`config.mk`:
```
export PLATFORM = sky130hd
export DESIGN_NAME = motor_pwm_time_base_edge
export DESIGN_NICKNAME = d
export VERILOG_FILES = /design/src/design/motor_pwm_pkg.sv /design/src/design/motor_pwm_time_base_edge.sv
export VERILOG_INCLUDE_DIRS = /design/src /design/src/design
export SDC_FILE = /design/constraint.sdc
export NUM_CORES = 1
export LEC_CHECK = 0
export ABC_AREA = 1
export BUFFER_PORTS_ARGS = -buffer_cell sky130_fd_sc_hd__buf_2
export CAP_MARGIN = 20
export CELL_PAD_IN_SITES_DETAIL_PLACEMENT = 0
export CELL_PAD_IN_SITES_GLOBAL_PLACEMENT = 1
export CORE_ASPECT_RATIO = 1.1
export CORE_UTILIZATION = 40
export CTS_CLUSTER_DIAMETER = 30
export DETAILED_ROUTE_END_ITERATION = 8
export PLACE_DENSITY_LB_ADDON = 0.1
export SKIP_LAST_GASP = 1
export SLEW_MARGIN = 20
export SYNTH_ARGS = -nofsm -noshare
export SYNTH_HDL_FRONTEND = slang
export SYNTH_SLANG_ARGS = --single-unit
```
`constraint.sdc`:
```
create_clock -name ref_clk -period 4.7 [get_ports ref_clk]
set_input_delay 0.94 -clock ref_clk [delete_from_list [all_inputs] [get_ports ref_clk]]
set_output_delay 0.94 -clock ref_clk [all_outputs]
set_load 0.01 [all_outputs]
```
`src/design/motor_pwm_consts.svh`:
```
`ifndef MOTOR_PWM_CONSTS_SVH
`define MOTOR_PWM_CONSTS_SVH

// Register byte offsets (one aligned 32-bit word each)
`define OFS_CTRL        8'h00
`define OFS_COUNT       8'h04
`define OFS_PERIOD      8'h08
`define OFS_ACT_PERIOD  8'h0c
`define OFS_DUTY0       8'h10
`define OFS_DUTY1       8'h14
`define OFS_DUTY2       8'h18

// Control register field positions
`define CTRL_MODE_LSB   0
`define CTRL_PRESC_LSB  2
`define CTRL_POST_LSB   4
`define CTRL_RUN_BIT    15

// Count register direction flag position
`define COUNT_DIR_BIT   15

// Prescaler terminal counts for 1:1, 1:4, 1:16, 1:64
`define PRESC_LIM_1     6'h00
`define PRESC_LIM_4     6'h03
`define PRESC_LIM_16    6'h0f
`define PRESC_LIM_64    6'h3f

// Bus answers
`define RESP_OKAY       2'h0
`define RESP_SLVERR     2'h2

`endif

```
`src/design/motor_pwm_pkg.sv`:
```
package motor_pwm_pkg;

  // Counting modes in field order 00, 01, 10, 11
  typedef enum logic [1:0] {
    MODE_FREE,
    MODE_SINGLE,
    MODE_UPDN,
    MODE_DOUBLE
  } tb_mode_t;

  // Master-driven AXI4-Lite signals
  typedef struct packed {
    logic [31:0] awaddr;
    logic        awvalid;
    logic [31:0] wdata;
    logic [3:0]  wstrb;
    logic        wvalid;
    logic        bready;
    logic [31:0] araddr;
    logic        arvalid;
    logic        rready;
  } axi_req_t;

  // Slave-driven AXI4-Lite signals
  typedef struct packed {
    logic        awready;
    logic        wready;
    logic        bvalid;
    logic [1:0]  bresp;
    logic        arready;
    logic        rvalid;
    logic [31:0] rdata;
    logic [1:0]  rresp;
  } axi_rsp_t;

  // Whole state of the time base block
  typedef struct packed {
    logic             run;        // time_base_run
    tb_mode_t         mode;       // time_base_mode_sel
    logic [1:0]       presc_sel;  // prescale_sel
    logic [3:0]       post_sel;   // postscale_sel
    logic [14:0]      count;      // time_base_count
    logic             dir;        // count_direction_flag
    logic [14:0]      per_buf;    // period_value, software side
    logic [14:0]      per_act;    // period_value, compare side
    logic [2:0][15:0] duty;       // Duty values per pair
    logic [5:0]       presc_cnt;
    logic [3:0]       post_cnt;
    logic [2:0]       high;
    logic [2:0]       low;
    logic             event_p;
    logic             aw_have;
    logic [31:0]      awaddr;
    logic             w_have;
    logic [31:0]      wdata;
    logic [3:0]       wstrb;
    axi_rsp_t         bus;
  } tb_state_t;

endpackage : motor_pwm_pkg

```
`src/design/motor_pwm_time_base_edge.sv`:
```
// Behaviour
// - 15-bit count, bit 15 reads direction
// - Run bit starts/stops; stop keeps count
// - Period match: wrap or reverse next tick
// - Zero period: stopped, no events, no update
// - Mode field selects four counting modes
// - Free running wraps, postscaled match event
// - Single shot: wrap, clear run, one event
// - Up/down reverses; postscaled event at zero
// - Double update: events at zero and match
// - Prescale 1, 4, 16 or 64
// - Prescaler cleared by count/control write
// - 4-bit postscaler, ratios one to sixteen
// - Postscaler cleared by count/control write
// - Period buffer loads at wrap or zero
// - Disabled time base copies period buffer
// - Edge outputs: on at zero, off at duty
// - Duty zero off; above period on
// - Three pairs; low is inverse of high

`include "motor_pwm_consts.svh"

module motor_pwm_time_base_edge
  import motor_pwm_pkg::*;
(
  input  wire logic       ref_clk,
  input  wire logic       rst,
  input  wire axi_req_t   axi_in,
  output axi_rsp_t        axi_out,
  output logic [2:0]      pair_high_output,
  output logic [2:0]      pair_low_output,
  output logic            tb_event
);

  tb_state_t   s_r;        // Registered state
  tb_state_t   s_nxt;      // Next state
  logic        tick;       // Counter clock after prescaler
  logic        match;      // Count equals active period
  logic        do_wr;      // Write address and data both held
  logic [7:0]  wr_ofs;     // Offset of the pending write
  logic [5:0]  presc_lim;  // Terminal count of the prescaler

  // Prescaler terminal count from the select field
  always_comb begin
    case (s_r.presc_sel)
      2'h0:    presc_lim = `PRESC_LIM_1;
      2'h1:    presc_lim = `PRESC_LIM_4;
      2'h2:    presc_lim = `PRESC_LIM_16;
      default: presc_lim = `PRESC_LIM_64;
    endcase
  end

  // A zero period holds the prescaler, so no tick ever comes
  assign tick  = s_r.run && (s_r.per_act != 15'h0000)
                 && (s_r.presc_cnt == presc_lim);
  assign match = (s_r.count == s_r.per_act);
  assign do_wr = s_r.aw_have && s_r.w_have && !s_r.bus.bvalid;
  assign wr_ofs = s_r.awaddr[7:0];

  // Register read view; hit is low for unmapped offsets
  function automatic logic [32:0] reg_read(input tb_state_t s,
                                           input logic [7:0] ofs);
    logic [32:0] r;
    r = 33'h0;
    if (ofs[1:0] == 2'h0) begin
      case (ofs)
        `OFS_CTRL: begin
          r[32] = 1'b1;
          r[`CTRL_RUN_BIT] = s.run;
          r[`CTRL_MODE_LSB +: 2] = s.mode;
          r[`CTRL_PRESC_LSB +: 2] = s.presc_sel;
          r[`CTRL_POST_LSB +: 4] = s.post_sel;
        end
        `OFS_COUNT: begin
          r[32] = 1'b1;
          r[14:0] = s.count;
          r[`COUNT_DIR_BIT] = s.dir;
        end
        `OFS_PERIOD: begin
          r[32] = 1'b1;
          r[14:0] = s.per_buf;
        end
        `OFS_ACT_PERIOD: begin
          r[32] = 1'b1;
          r[14:0] = s.per_act;
        end
        `OFS_DUTY0: begin
          r[32] = 1'b1;
          r[15:0] = s.duty[0];
        end
        `OFS_DUTY1: begin
          r[32] = 1'b1;
          r[15:0] = s.duty[1];
        end
        `OFS_DUTY2: begin
          r[32] = 1'b1;
          r[15:0] = s.duty[2];
        end
        default: r = 33'h0;
      endcase
    end
    return r;
  endfunction : reg_read

  // Next-state logic: time base, outputs and bus slave
  always_comb begin
    logic [32:0] rd;
    logic [31:0] wv;
    logic        post_ev;
    logic        ev;
    logic        edge_mode;
    logic        h;
    rd = 33'h0;
    wv = 32'h0;
    post_ev = 1'b0;
    ev = 1'b0;
    edge_mode = 1'b0;
    h = 1'b0;
    s_nxt = s_r;
    s_nxt.event_p = 1'b0;

    // While stopped the compare side follows the buffer
    if (!s_r.run) begin
      s_nxt.per_act = s_r.per_buf;
    end

    // Prescaler runs only while enabled with a live period
    if (s_r.run && s_r.per_act != 15'h0000) begin
      if (tick) begin
        s_nxt.presc_cnt = 6'h00;
      end else begin
        s_nxt.presc_cnt = s_r.presc_cnt + 6'h01;
      end
    end

    // Counter advance on each tick, per mode
    if (tick) begin
      case (s_r.mode)
        MODE_FREE, MODE_SINGLE: begin
          // Edge modes only count up; clear a flag left by up/down
          s_nxt.dir = 1'b0;
          if (match) begin
            s_nxt.count = 15'h0000;
            s_nxt.per_act = s_r.per_buf;
            if (s_r.mode == MODE_SINGLE) begin
              s_nxt.run = 1'b0;
              ev = 1'b1;
            end else begin
              post_ev = 1'b1;
            end
          end else begin
            s_nxt.count = s_r.count + 15'h0001;
          end
        end
        MODE_UPDN, MODE_DOUBLE: begin
          if (!s_r.dir) begin
            if (match) begin
              // Turn downward on this tick
              s_nxt.dir = 1'b1;
              s_nxt.count = s_r.count - 15'h0001;
              ev = (s_r.mode == MODE_DOUBLE);
            end else begin
              s_nxt.count = s_r.count + 15'h0001;
            end
          end else if (s_r.count == 15'h0000) begin
            // Bottom of the triangle: reload and turn upward
            s_nxt.dir = 1'b0;
            s_nxt.count = 15'h0001;
            s_nxt.per_act = s_r.per_buf;
            if (s_r.mode == MODE_DOUBLE) begin
              ev = 1'b1;
            end else begin
              post_ev = 1'b1;
            end
          end else begin
            s_nxt.count = s_r.count - 15'h0001;
          end
        end
        default: s_nxt.count = s_r.count;
      endcase
    end

    // Postscaler thins free-running and up/down events
    if (post_ev) begin
      if (s_r.post_cnt == s_r.post_sel) begin
        s_nxt.post_cnt = 4'h0;
        ev = 1'b1;
      end else begin
        s_nxt.post_cnt = s_r.post_cnt + 4'h1;
      end
    end
    s_nxt.event_p = ev;

    // Write address and data channels, taken in either order
    if (axi_in.awvalid && s_r.bus.awready) begin
      s_nxt.aw_have = 1'b1;
      s_nxt.awaddr = axi_in.awaddr;
    end
    if (axi_in.wvalid && s_r.bus.wready) begin
      s_nxt.w_have = 1'b1;
      s_nxt.wdata = axi_in.wdata;
      s_nxt.wstrb = axi_in.wstrb;
    end
    if (s_r.bus.bvalid && axi_in.bready) begin
      s_nxt.bus.bvalid = 1'b0;
    end

    // Register write; software beats hardware in the same cycle
    if (do_wr) begin
      rd = reg_read(s_r, wr_ofs);
      for (int b = 0; b < 4; b++) begin
        wv[b*8 +: 8] = s_r.wstrb[b] ? s_r.wdata[b*8 +: 8]
                                    : rd[b*8 +: 8];
      end
      s_nxt.aw_have = 1'b0;
      s_nxt.w_have = 1'b0;
      s_nxt.bus.bvalid = 1'b1;
      s_nxt.bus.bresp = rd[32] ? `RESP_OKAY : `RESP_SLVERR;
      case (wr_ofs)
        `OFS_CTRL: begin
          // Clearing run leaves the count where it stands
          s_nxt.run = wv[`CTRL_RUN_BIT];
          s_nxt.mode = tb_mode_t'(wv[`CTRL_MODE_LSB +: 2]);
          s_nxt.presc_sel = wv[`CTRL_PRESC_LSB +: 2];
          s_nxt.post_sel = wv[`CTRL_POST_LSB +: 4];
          s_nxt.presc_cnt = 6'h00;
          s_nxt.post_cnt = 4'h0;
        end
        `OFS_COUNT: begin
          s_nxt.count = wv[14:0];
          s_nxt.presc_cnt = 6'h00;
          s_nxt.post_cnt = 4'h0;
        end
        `OFS_PERIOD: s_nxt.per_buf = wv[14:0];
        `OFS_DUTY0:  s_nxt.duty[0] = wv[15:0];
        `OFS_DUTY1:  s_nxt.duty[1] = wv[15:0];
        `OFS_DUTY2:  s_nxt.duty[2] = wv[15:0];
        default: ;   // Read-only or unmapped: ignored
      endcase
    end

    // Read channel: answer one cycle after the address is taken
    if (s_r.bus.rvalid && axi_in.rready) begin
      s_nxt.bus.rvalid = 1'b0;
    end
    if (axi_in.arvalid && s_r.bus.arready) begin
      rd = reg_read(s_r, axi_in.araddr[7:0]);
      s_nxt.bus.rvalid = 1'b1;
      s_nxt.bus.rdata = rd[31:0];
      s_nxt.bus.rresp = rd[32] ? `RESP_OKAY : `RESP_SLVERR;
    end
    s_nxt.bus.awready = !s_nxt.aw_have;
    s_nxt.bus.wready = !s_nxt.w_have;
    // One read at a time, so stall until the answer is taken
    s_nxt.bus.arready = !s_nxt.bus.rvalid;

    // Edge-aligned duty compare per pair
    edge_mode = (s_nxt.mode == MODE_FREE) || (s_nxt.mode == MODE_SINGLE);
    for (int i = 0; i < 3; i++) begin
      if (!edge_mode || (s_nxt.mode == MODE_SINGLE && !s_nxt.run)) begin
        // Center-aligned is not built; a spent shot stays off
        h = 1'b0;
      end else if (s_nxt.duty[i] == 16'h0000
                   || s_nxt.duty[i] == {1'b0, s_nxt.count}) begin
        h = 1'b0;
      end else if (s_nxt.count == 15'h0000) begin
        h = 1'b1;
      end else begin
        h = s_r.high[i];
      end
      s_nxt.high[i] = h;
      s_nxt.low[i] = ~h;
    end
  end

  // State register
  always_ff @(posedge ref_clk) begin
    if (rst) begin
      s_r <= '0;
      s_r.low <= 3'h7;
    end else begin
      s_r <= s_nxt;
    end
  end

  assign axi_out          = s_r.bus;
  assign pair_high_output = s_r.high;
  assign pair_low_output  = s_r.low;
  assign tb_event         = s_r.event_p;
endmodule : motor_pwm_time_base_edge

```
---- Word level (Yosys, flattened, before mapping) ----
Cells that the tools add are included.
operators by class
  $add $sub $neg .......................... 4
  equality and inequality tests ........... 24
  multiplexer cells ....................... 81
  bitwise operators ....................... 3
  reduce and logical (&&, ||, !) cells .... 42
operators by type and width
  operator                                              number
  two-way mux 33 bit                                    5
  two-way mux 15 bit                                    9
  one-hot mux 8 bit (7 select lines)                    2
  one-hot mux 7 bit (6 select lines)                    2
  two-way mux 16 bit                                    5
  two-way mux 58 bit                                    1
  equality test 16 x 15 -> 1 bit                        3
  equality test 8 x 5 -> 1 bit (second input constant)  6
  logical NOT 16 bit                                    3
  two-way mux 37 bit                                    1
  two-way mux 1 bit                                     36
  two-way mux 35 bit                                    1
  equality test 8 x 4 -> 1 bit (second input constant)  4
  one-hot mux 16 bit (2 select lines)                   1
  logical NOT 15 bit                                    2
  one-hot mux 15 bit (2 select lines)                   1
  two-way mux 24 bit                                    1
  one-hot mux 6 bit (3 select lines)                    1
  equality test 8 x 3 -> 1 bit (second input constant)  2
  logical NOT 8 bit                                     2
  two-way mux 8 bit                                     2
  adder 15 x 1 -> 15 bit (second input constant)        1
  equality test 15 bit                                  1
  nonzero test 15 bit                                   1
  other kinds (24)                                      61
storage, ports and cells
  register bits after elaboration ......... 231
  input bits .............................. 107
  output and inout port bits .............. 48
  logic and storage cells ................. 183

---- Logic depth before layout (Yosys ltp) ----
Gate-level depths: netlist of run 1.
  depth in word-level cells ............... 14
  gate-level depth with buffers ........... 23
  depth with buffers taken out ............ 22

---- Least setup slack after synthesis of run 1 ----
OpenSTA, ideal clock, no wires.
  kind .................................... in2reg
  start ................................... input port axi_in[3] (netlist bit)
  end ..................................... register s_r, in the netlist axi_out[15]
  setup time .............................. 70 ps
  data arrival time ....................... 2203 ps
  data required time ...................... 4630 ps
  path slack .............................. 2426 ps
  stages .................................. 10
  buffers on the path ..................... 1
  cells stage by stage .................... nor2_1 > inv_1 > nor3_1 > nand2_1 > inv_1 > clkbuf_1 > a221oi_1 > o221ai_1 > nand2_1 > a21oi_1
between the ends
  word-level cells in the longest chain between the ends .. 4
  elaborated cells on any way between the ends .. 10
  those cells by class .................... 6 x eq/ne; 3 x mux; 1 x reduce/logical
RTL lines
  what                                                        RTL line                         source
  start: declaration                                          motor_pwm_time_base_edge.sv:28   input wire axi_req_t axi_in,
  equality test 8 x 5 -> 1 bit, or another cell as far along  motor_pwm_time_base_edge.sv:66   case (ofs)
  one-hot mux 7 bit (6 select lines)                          motor_pwm_time_base_edge.sv:66
  two-way mux 33 bit (*)                                      motor_pwm_time_base_edge.sv:65   if (ofs[1:0] == 2'h0) begin
  two-way mux 33 bit (*)                                      motor_pwm_time_base_edge.sv:246  if (axi_in.arvalid && s_r.bus.arready) begin
  end signal: assignment                                      motor_pwm_time_base_edge.sv:282  s_r <= s_nxt;
  end: declaration                                            motor_pwm_time_base_edge.sv:35   tb_state_t s_r;
Every way passes the cells marked *; elsewhere a longest branch is shown, timed or not. The select of a mux whose other input is x is not followed.
A chain may end at the register's enable or synchronous reset.

---- Worst setup path in the final report of run 1 ----
  start ................................... register s_r[217] (netlist bit)
  end ..................................... register s_r, in the netlist pair_high_output[1]
between the ends
  word-level cells in the longest chain between the ends .. 11
  elaborated cells on any way between the ends .. 32
  those cells by class .................... 2 x add/sub; 2 x eq/ne; 21 x mux; 7 x reduce/logical
RTL lines
  what                                                                  RTL line                                                          source
  adder 15 x 1 -> 15 bit, or another cell as far along                  motor_pwm_time_base_edge.sv:152, motor_pwm_time_base_edge.sv:163
  two-way mux 15 bit (on tied branches)                                 motor_pwm_time_base_edge.sv:157, motor_pwm_time_base_edge.sv:165
  two-way mux 16 bit                                                    motor_pwm_time_base_edge.sv:156                                   if (!s_r.dir) begin
  one-hot mux 16 bit (2 select lines)                                   motor_pwm_time_base_edge.sv:138                                   case (s_r.mode)
  two-way mux 16 bit                                                    motor_pwm_time_base_edge.sv:137                                   if (tick) begin
  two-way mux 15 bit                                                    motor_pwm_time_base_edge.sv:219                                   case (wr_ofs)
  two-way mux 24 bit                                                    motor_pwm_time_base_edge.sv:209                                   if (do_wr) begin
  equality test 16 x 15 -> 1 bit or logical NOT 15 bit (tied branches)  motor_pwm_time_base_edge.sv:264, motor_pwm_time_base_edge.sv:266
  logical OR 1 bit or two-way mux 1 bit (tied branches)                 motor_pwm_time_base_edge.sv:264, motor_pwm_time_base_edge.sv:266
  two-way mux 1 bit                                                     motor_pwm_time_base_edge.sv:263                                   end else if (s_nxt.duty[i] == 16'h0000
  two-way mux 1 bit (*)                                                 motor_pwm_time_base_edge.sv:260                                   if (!edge_mode || (s_nxt.mode == MODE_SINGLE && !s_nxt.run)) begin
Marked as above.

==> run metrics, run 1 <==
total gr overflow 0; chip width roughly 160 um; CP max FO 16; Area after DPL between 10000 and 15000 um2; H-tree level count 4; sequential cell area fraction in the yosys report 0.296; Final Util 0.441; Pleak roughly 5.9 nW; Min Hold Slack 0.462 ns; Ys Warns 0; M3 GR Usage 0.0697; Post-synth EDFFs 0; CTS tree yes; synth-to-layout area growth 7.31%; Mean Syn Cell Area 6.05 um2; post-route ant nets 0; Mapped Cells between 1500 and 2000; Vias between 10000 and 15000; Initial Utilization 0.411; Max Cap Violations 0; Skew-Pair Late Insertion Delay 0.46 ns; Yosys top cell by area dfxtp_1; synth top area cells dfxtp_1, nand2_1, nor2_1; CP required approximately 5 ns; Ant. Diodes 0; Clock Pin Slew Worst Setup and Hold Paths roughly 0.080 ns; top-area cell type share of the netlist area 0.296; status finished clean; initial detailed-routing violation count 1228; Final Total Pwr between 3 and 4 mW; Final Max Slew Viols 0; first-pass GRT wire length approximately 67000 um; Max Buffers Root-to-Sink 2; Placement Setup Slack roughly 1.3 ns; Final Cell Area 12400 um2; Placer Congestion 0.956; RSZ-0062 raised after global routing false; crit path capture type register; most used flip-flop cell after synthesis dfxtp_1; Hold/Removal Path Class register to register; final period utilization 0.760; GRT busiest layer met2; layout cells sized above 1 0.119; synthesized flop and latch total between 150 and 200; asr flop ratio synth 0; Clock Sinks about 170; Slew HR 0.395; post-cts resize count 0; fin crit period between 3 and 4 ns; Crit Path Class register to register; Synth cell types about 50; fmax around 0.28 GHz; largest net degree at the start of global routing 58; Residual DRC 0; placed cells approximately 2300; VDD IR-drop max 230 uV; hold buffer count at CTS 0; Tightest Pin Transition slightly above 0.9 ns; postcts setup bufs 0; total track usage 0.307; buffers added on ports 70; final HPWL from detailed placement 34500 um; Core Region about 28000 um2; Die Footprint just under 30000 um2; Final Worst Setup Slack 1.13 ns; setup TNS 0 ns; Detailed Route WL approximately 45000 um; Final Hold Viols 0; initial antenna violation count 0; Power Density 261 nW/um2; NumNets Final a little over 2000; num ports 155; synthesized cell area around 12000 um2; row cnt 64; clk_skew approximately 0.02 ns; fin cells roughly 2300; TritonRoute pass-1 iters 8; Die Y ~180 um; vias in the first global route approximately 11000; CP Data Arrival Time between 3 and 4 ns; Root Driver clkbuf_16; met2 GRT Util 0.461; Filler cells 3118; GRT met1 Usage 0.415; DR WL/cell between 15 and 20 um; Final setup viols 0; vias per cell around 5.3; critical path launch point type register; TritonCTS Buffers 17
[worst max-delay path: stages (launching register included)]
cell	delay (ns)
dfxtp_1	0.62
inv_2	0.26
nand2_1	0.12
nand2_1	0.05
nor2_1	0.10
nand2_1	0.07
nor2_1	0.20
nand2_2	0.29
nand2_2	0.32
nand2_2	0.09
inv_2	0.10
nand2_1	0.08
nand2_1	0.13
nand2_2	0.14
nand2_1	0.16
nand2_1	0.07
nand2_1	0.06
nand2_1	0.07
nor2_1	0.19
nand2_1	0.15
nor2_1	0.14
nor2_1	0.05
[cells in the final DEF (no fill, tap or decap), types with 20 or more instances in the layout]
master and count:
a21oi_1 104, buf_2 69, dfxtp_1 171, inv_1 205, inv_2 35, nand2_1 515
nand2_2 37, nand3_1 175, nand4_1 23, nor2_1 254, o21ai_0 98, o21ai_1 22
o22ai_1 33, xor2_1 20
[state kept, by name, indices dropped and copies added (netlist names)]
name,count
tb_event,1
pair_high_output,3
s_r,141
pair_low_output,3
axi_out,23
[worst paths after layout]
check	startpoint	depth (start not counted)	to	slack (ns)
min reg2reg	s_r[83]$_SDFFE_PP0P_	2	s_r[83]$_SDFFE_PP0P_	0.46
min	s_r[83]$_SDFFE_PP0P_	2	s_r[83]$_SDFFE_PP0P_	0.46
max reg2reg	s_r[217]$_SDFF_PP0_	21	pair_high_output[1]$_SDFF_PP0_	1.13
max	s_r[217]$_SDFF_PP0_	21	pair_high_output[1]$_SDFF_PP0_	1.13
[metal layers]
metal / wire, um / up-vias
met5: 0 / -
met4: 2140 / 0
met3: 3690 / 91
met2: 18800 / 504
met1: 20200 / 5590
li1: - / 6069
[Yosys cell counts (8+ instances only)]
cell and count:
buf_2 14, nand3_1 175, inv_2 35, xor2_1 20
nand2_2 37, nor3_1 9, nand2_1 515, nor2_2 8
o21ai_0 98, dfxtp_1 171, o22ai_1 33, buf_6 8
clkbuf_1 34, o21ai_1 22, or2_2 9, a21oi_1 104
nor2_1 254, nand4_1 23, inv_1 205, buf_4 53
[where the power goes]
group	internal [mW]	total, mW	switching (mW)
sequential	1.47	1.49	0.0164
clock	0.725	1.45	0.729
combinational	0.0737	0.297	0.224
[logic make-up after synthesis]
family,synth area share
buffers and inverters,0.140
AND/OR/NAND/NOR,0.399
adder cells (fa/ha/maj),0.00541
other,0.000325
flip-flops,0.296
AO/OA/AOI/OAI,0.143
XOR/XNOR,0.0167
[area by class of cell]
cell class	instances	area, um2	area share
clock buffers	18	439	0.0354
repair buffers	82	443	0.0357
well taps	363	454	0.0366
clock inverters	14	141	0.0114
flip-flops and latches	171	3420	0.276
inverters	244	916	0.0739
multi-input cells	1401	6580	0.531
(Power assumes the default switching activity.)
==> run 2: changes to the inputs <==
--- a/config.mk
+++ b/config.mk
@@ -6,7 +6,7 @@
 export SDC_FILE = /design/constraint.sdc
 export NUM_CORES = 1
 export LEC_CHECK = 0
-export ABC_AREA = 1
+export ABC_AREA = 0
 export BUFFER_PORTS_ARGS = -buffer_cell sky130_fd_sc_hd__buf_2
 export CAP_MARGIN = 20
 export CELL_PAD_IN_SITES_DETAIL_PLACEMENT = 0
==> constraint.sdc (replaced) <==
create_clock -name ref_clk -period 3.6 [get_ports ref_clk]
set_input_delay 0.72 -clock ref_clk [delete_from_list [all_inputs] [get_ports ref_clk]]
set_output_delay 0.72 -clock ref_clk [all_outputs]
set_load 0.01 [all_outputs]
==> run 2 against run 1 <==
  * Utilization increased by 8.6 points
  * Largest power group is now the clock network
  * Area after synthesis is 0.24% higher
  * Critical path type unchanged
  * Largest cell class unchanged
  * Via count grew 3.0%
==> run metrics, run 2 <==
VDD IR-drop max 232 uV (+0.68%); Detailed Route WL 55100 um (+23%); post-route ant nets 0 (unchanged); Mean Syn Cell Area 7.86 um2 (+30%); Yosys top cell by area dfxtp_1; RSZ-0062 raised after global routing true; initial detailed-routing violation count 1640 (+34%); CP max FO 17 (+1); Final Util 0.527 (+0.0859); Vias 12600 (+3.0%); Root Driver clkbuf_16; status finished clean; critical path launch point type register; Final Total Pwr 4.33 mW (+33%); vias per cell 6.05 (+13%); Placer Congestion 0.979 (+2.5%); Residual DRC 0 (unchanged); synth top area cells dfxtp_1, nor2_1, mux2i_1; Ys Warns 0 (unchanged); footprint of the multi-input gates 7620 um2 (+16%); num ports 155 (unchanged); largest register by flop count s_r; asr flop ratio synth 0 (unchanged); TritonCTS Buffers 17 (unchanged); Synth cell types 100 (+100%); fin crit period 3.56 ns (-0.0149 ns); CP required 3.91 ns (-1.14 ns); synth-to-layout area growth 27.9%; Skew-Pair Late Insertion Delay 0.45 ns (about the same); Final Max Slew Viols 0 (unchanged); Slew HR 0.398 (+0.00252); H-tree level count 4 (unchanged); Final setup viols 0 (unchanged); Tightest Pin Transition 0.903 ns (-0.00158 ns); critical path's slowest cell mux2i_1; Ant. Diodes 0 (unchanged); number of buffers and inverters on the critical path 5 (+3); most used flip-flop cell after synthesis dfxtp_1; layout cells sized above 1 0.296 (+0.177); final period utilization 0.988 (+0.228); Hold/Removal Path Class register to register; CTS tree yes; CP Data Arrival Time 3.87 ns (-0.05 ns); Clock Pin Slew Worst Setup and Hold Paths 0.08 ns (about the same); Max Buffers Root-to-Sink 2 (unchanged); Clock Sinks 171 (unchanged); synthesized cell area 11600 um2 (+0.24%); Initial Utilization 0.412 (+0.000979); Post-synth EDFFs 0 (unchanged); initial antenna violation count 0 (unchanged); chip width 164 um (+0.12%); Die Y 180 um (+0.12%); cell mode on critical path buf_4; number of flip-flops in the largest register 141 (unchanged); fmax 0.281 GHz (+0.42%); synthesized flop and latch total 171 (unchanged); largest net degree at the start of global routing 157 (+170%); sequential cell area fraction in the yosys report 0.296 (-0.000704); Die Footprint 29600 um2 (+0.24%); total gr overflow 0 (unchanged); most frequent cells in the layout buf_4, nor2_1, dfxtp_1; setup TNS 0 ns (unchanged); Max Cap Violations 0 (unchanged); crit path capture type register; final HPWL from detailed placement 43100 um (+25%); clk_skew 0.00900 ns (-0.0110 ns); most common cell in the netlist nor2_1; Min Hold Slack 0.458 ns (-0.00381 ns); Crit Path Class register to register; first-pass GRT wire length 79600 um (+19%); CP delay by family, top buffers and inverters; top-area cell type share of the netlist area 0.296 (-0.000704); vias in the first global route 11600 (+4.1%); Filler cells 2808 (-9.9%); hold buffer count at CTS 0 (unchanged); CP cell instances buf_4, nor2b_1, buf_4, a22o_1, a22oi_1, buf_4, o31ai_1, buf_4, mux2i_1, nor3_1, nor3_1, o2111ai_1, nor4_2, buf_4, a221oi_1; Core Region 28100 um2 (unchanged); Pleak 6.11 nW (+3.3%); FF/Latch Area 3450 um2 (+0.91%); DR WL/cell 26.4 um (+35%); buffers added on ports 70 (unchanged); row cnt 64 (unchanged); commonest non-fill, non-tap cell in the layout buf_4; top post-synthesis cells by count nor2_1, dfxtp_1, a21oi_1, nand2_1, mux2i_1; total track usage 0.372 (+0.0647); TritonRoute pass-1 iters 5 (-3); Mapped Cells 1474 (-23%); Worst path max stage delay 0.40 ns (-0.22 ns); Power Density 292 nW/um2 (+12%); Final Hold Viols 0 (unchanged); NumNets Final 1822 (-10%)
## run 2: cell count changes after synthesis, moves of 35 or more
cell / change
nand3_1: -143
nand2_1: -380
nand2_2: -37
inv_1: -191
inv_2: -35
mux2i_1: +79
o21ai_0: -67
## run 2: what timing repair did
action	in CTS	in global routing
resized for setup	13	68
hold endpoints to repair	0	0
pin swaps	2	23
buffers inserted	2	17
cloned	0	1
setup endpoints to repair	6	6
## run 2: area by class of cell
class                   count  area share
clock inverters            15      0.0116
clock buffers              17      0.0287
inverters                  14     0.00355
flip-flops and latches    171       0.233
repair buffers            356       0.178
multi-input cells        1150       0.515
well taps                 363      0.0307
## run 2: power breakdown
part | switching, mW | total [mW] | internal (mW)
Sequential | 0.0255 | 1.93 | 1.91
Combinational | 0.276 | 0.445 | 0.168
Clock | 0.949 | 1.95 | 0.997
Total | 1.25 | 4.33 | 3.07
## run 2: logic make-up (layout without fill, tap and decap cells)
group / Yosys count / after routing / synth area share
xor gates and xnor gates: 75 / 75 / 0.0567
and+or+nand+nor: 597 / 597 / 0.254
AOI/OAI and AO/OA: 360 / 360 / 0.218
muxes: 95 / 95 / 0.0916
buffers and inverters: 170 / 402 / 0.0780
adders and majority gates: 5 / 5 / 0.00540
DFF: 171 / 171 / 0.296
other: 1 / 18 / 0.000324
## run 2: tightest hold or removal path, delay by kind of cell (launching register included)
family	cells	cell delay [ns]
DFF	1	0.31
and+or+nand+nor	1	0.05
AOI/OAI and AO/OA	1	0.05
## run 2: worst paths after layout
check                                          start                             end  slack [ns]  cells past startpoint
worst max-delay path            s_r[82]$_SDFFE_PP0P_  pair_high_output[2]$_SDFF_PP0_        0.04                     15
worst min-delay path            s_r[54]$_SDFFE_PP0P_            s_r[54]$_SDFFE_PP0P_        0.46                      2
worst max register to register  s_r[82]$_SDFFE_PP0P_  pair_high_output[2]$_SDFF_PP0_        0.04                     15
worst min register to register  s_r[54]$_SDFFE_PP0P_            s_r[54]$_SDFFE_PP0P_        0.46                      2
## run 2: through the flow
stage	setup slack [ns]	cell area (um2)	std cells
2_1_floorplan	0.387	11600	1491
3_3_place_gp	-0.288	13700	2035
3_5_place_dp	-0.249	13700	2035
4_1_cts	0.0212	14400	2069
5_1_grt	-0.0451	14800	2086
6_report	0.0431	14800	2086
## run 2: layer usage
metal	GRT usage	wire length, um
met5	0	0
met2	0.559	24100
met4	0.171	2640
met3	0.0578	4280
met1	0.516	24000
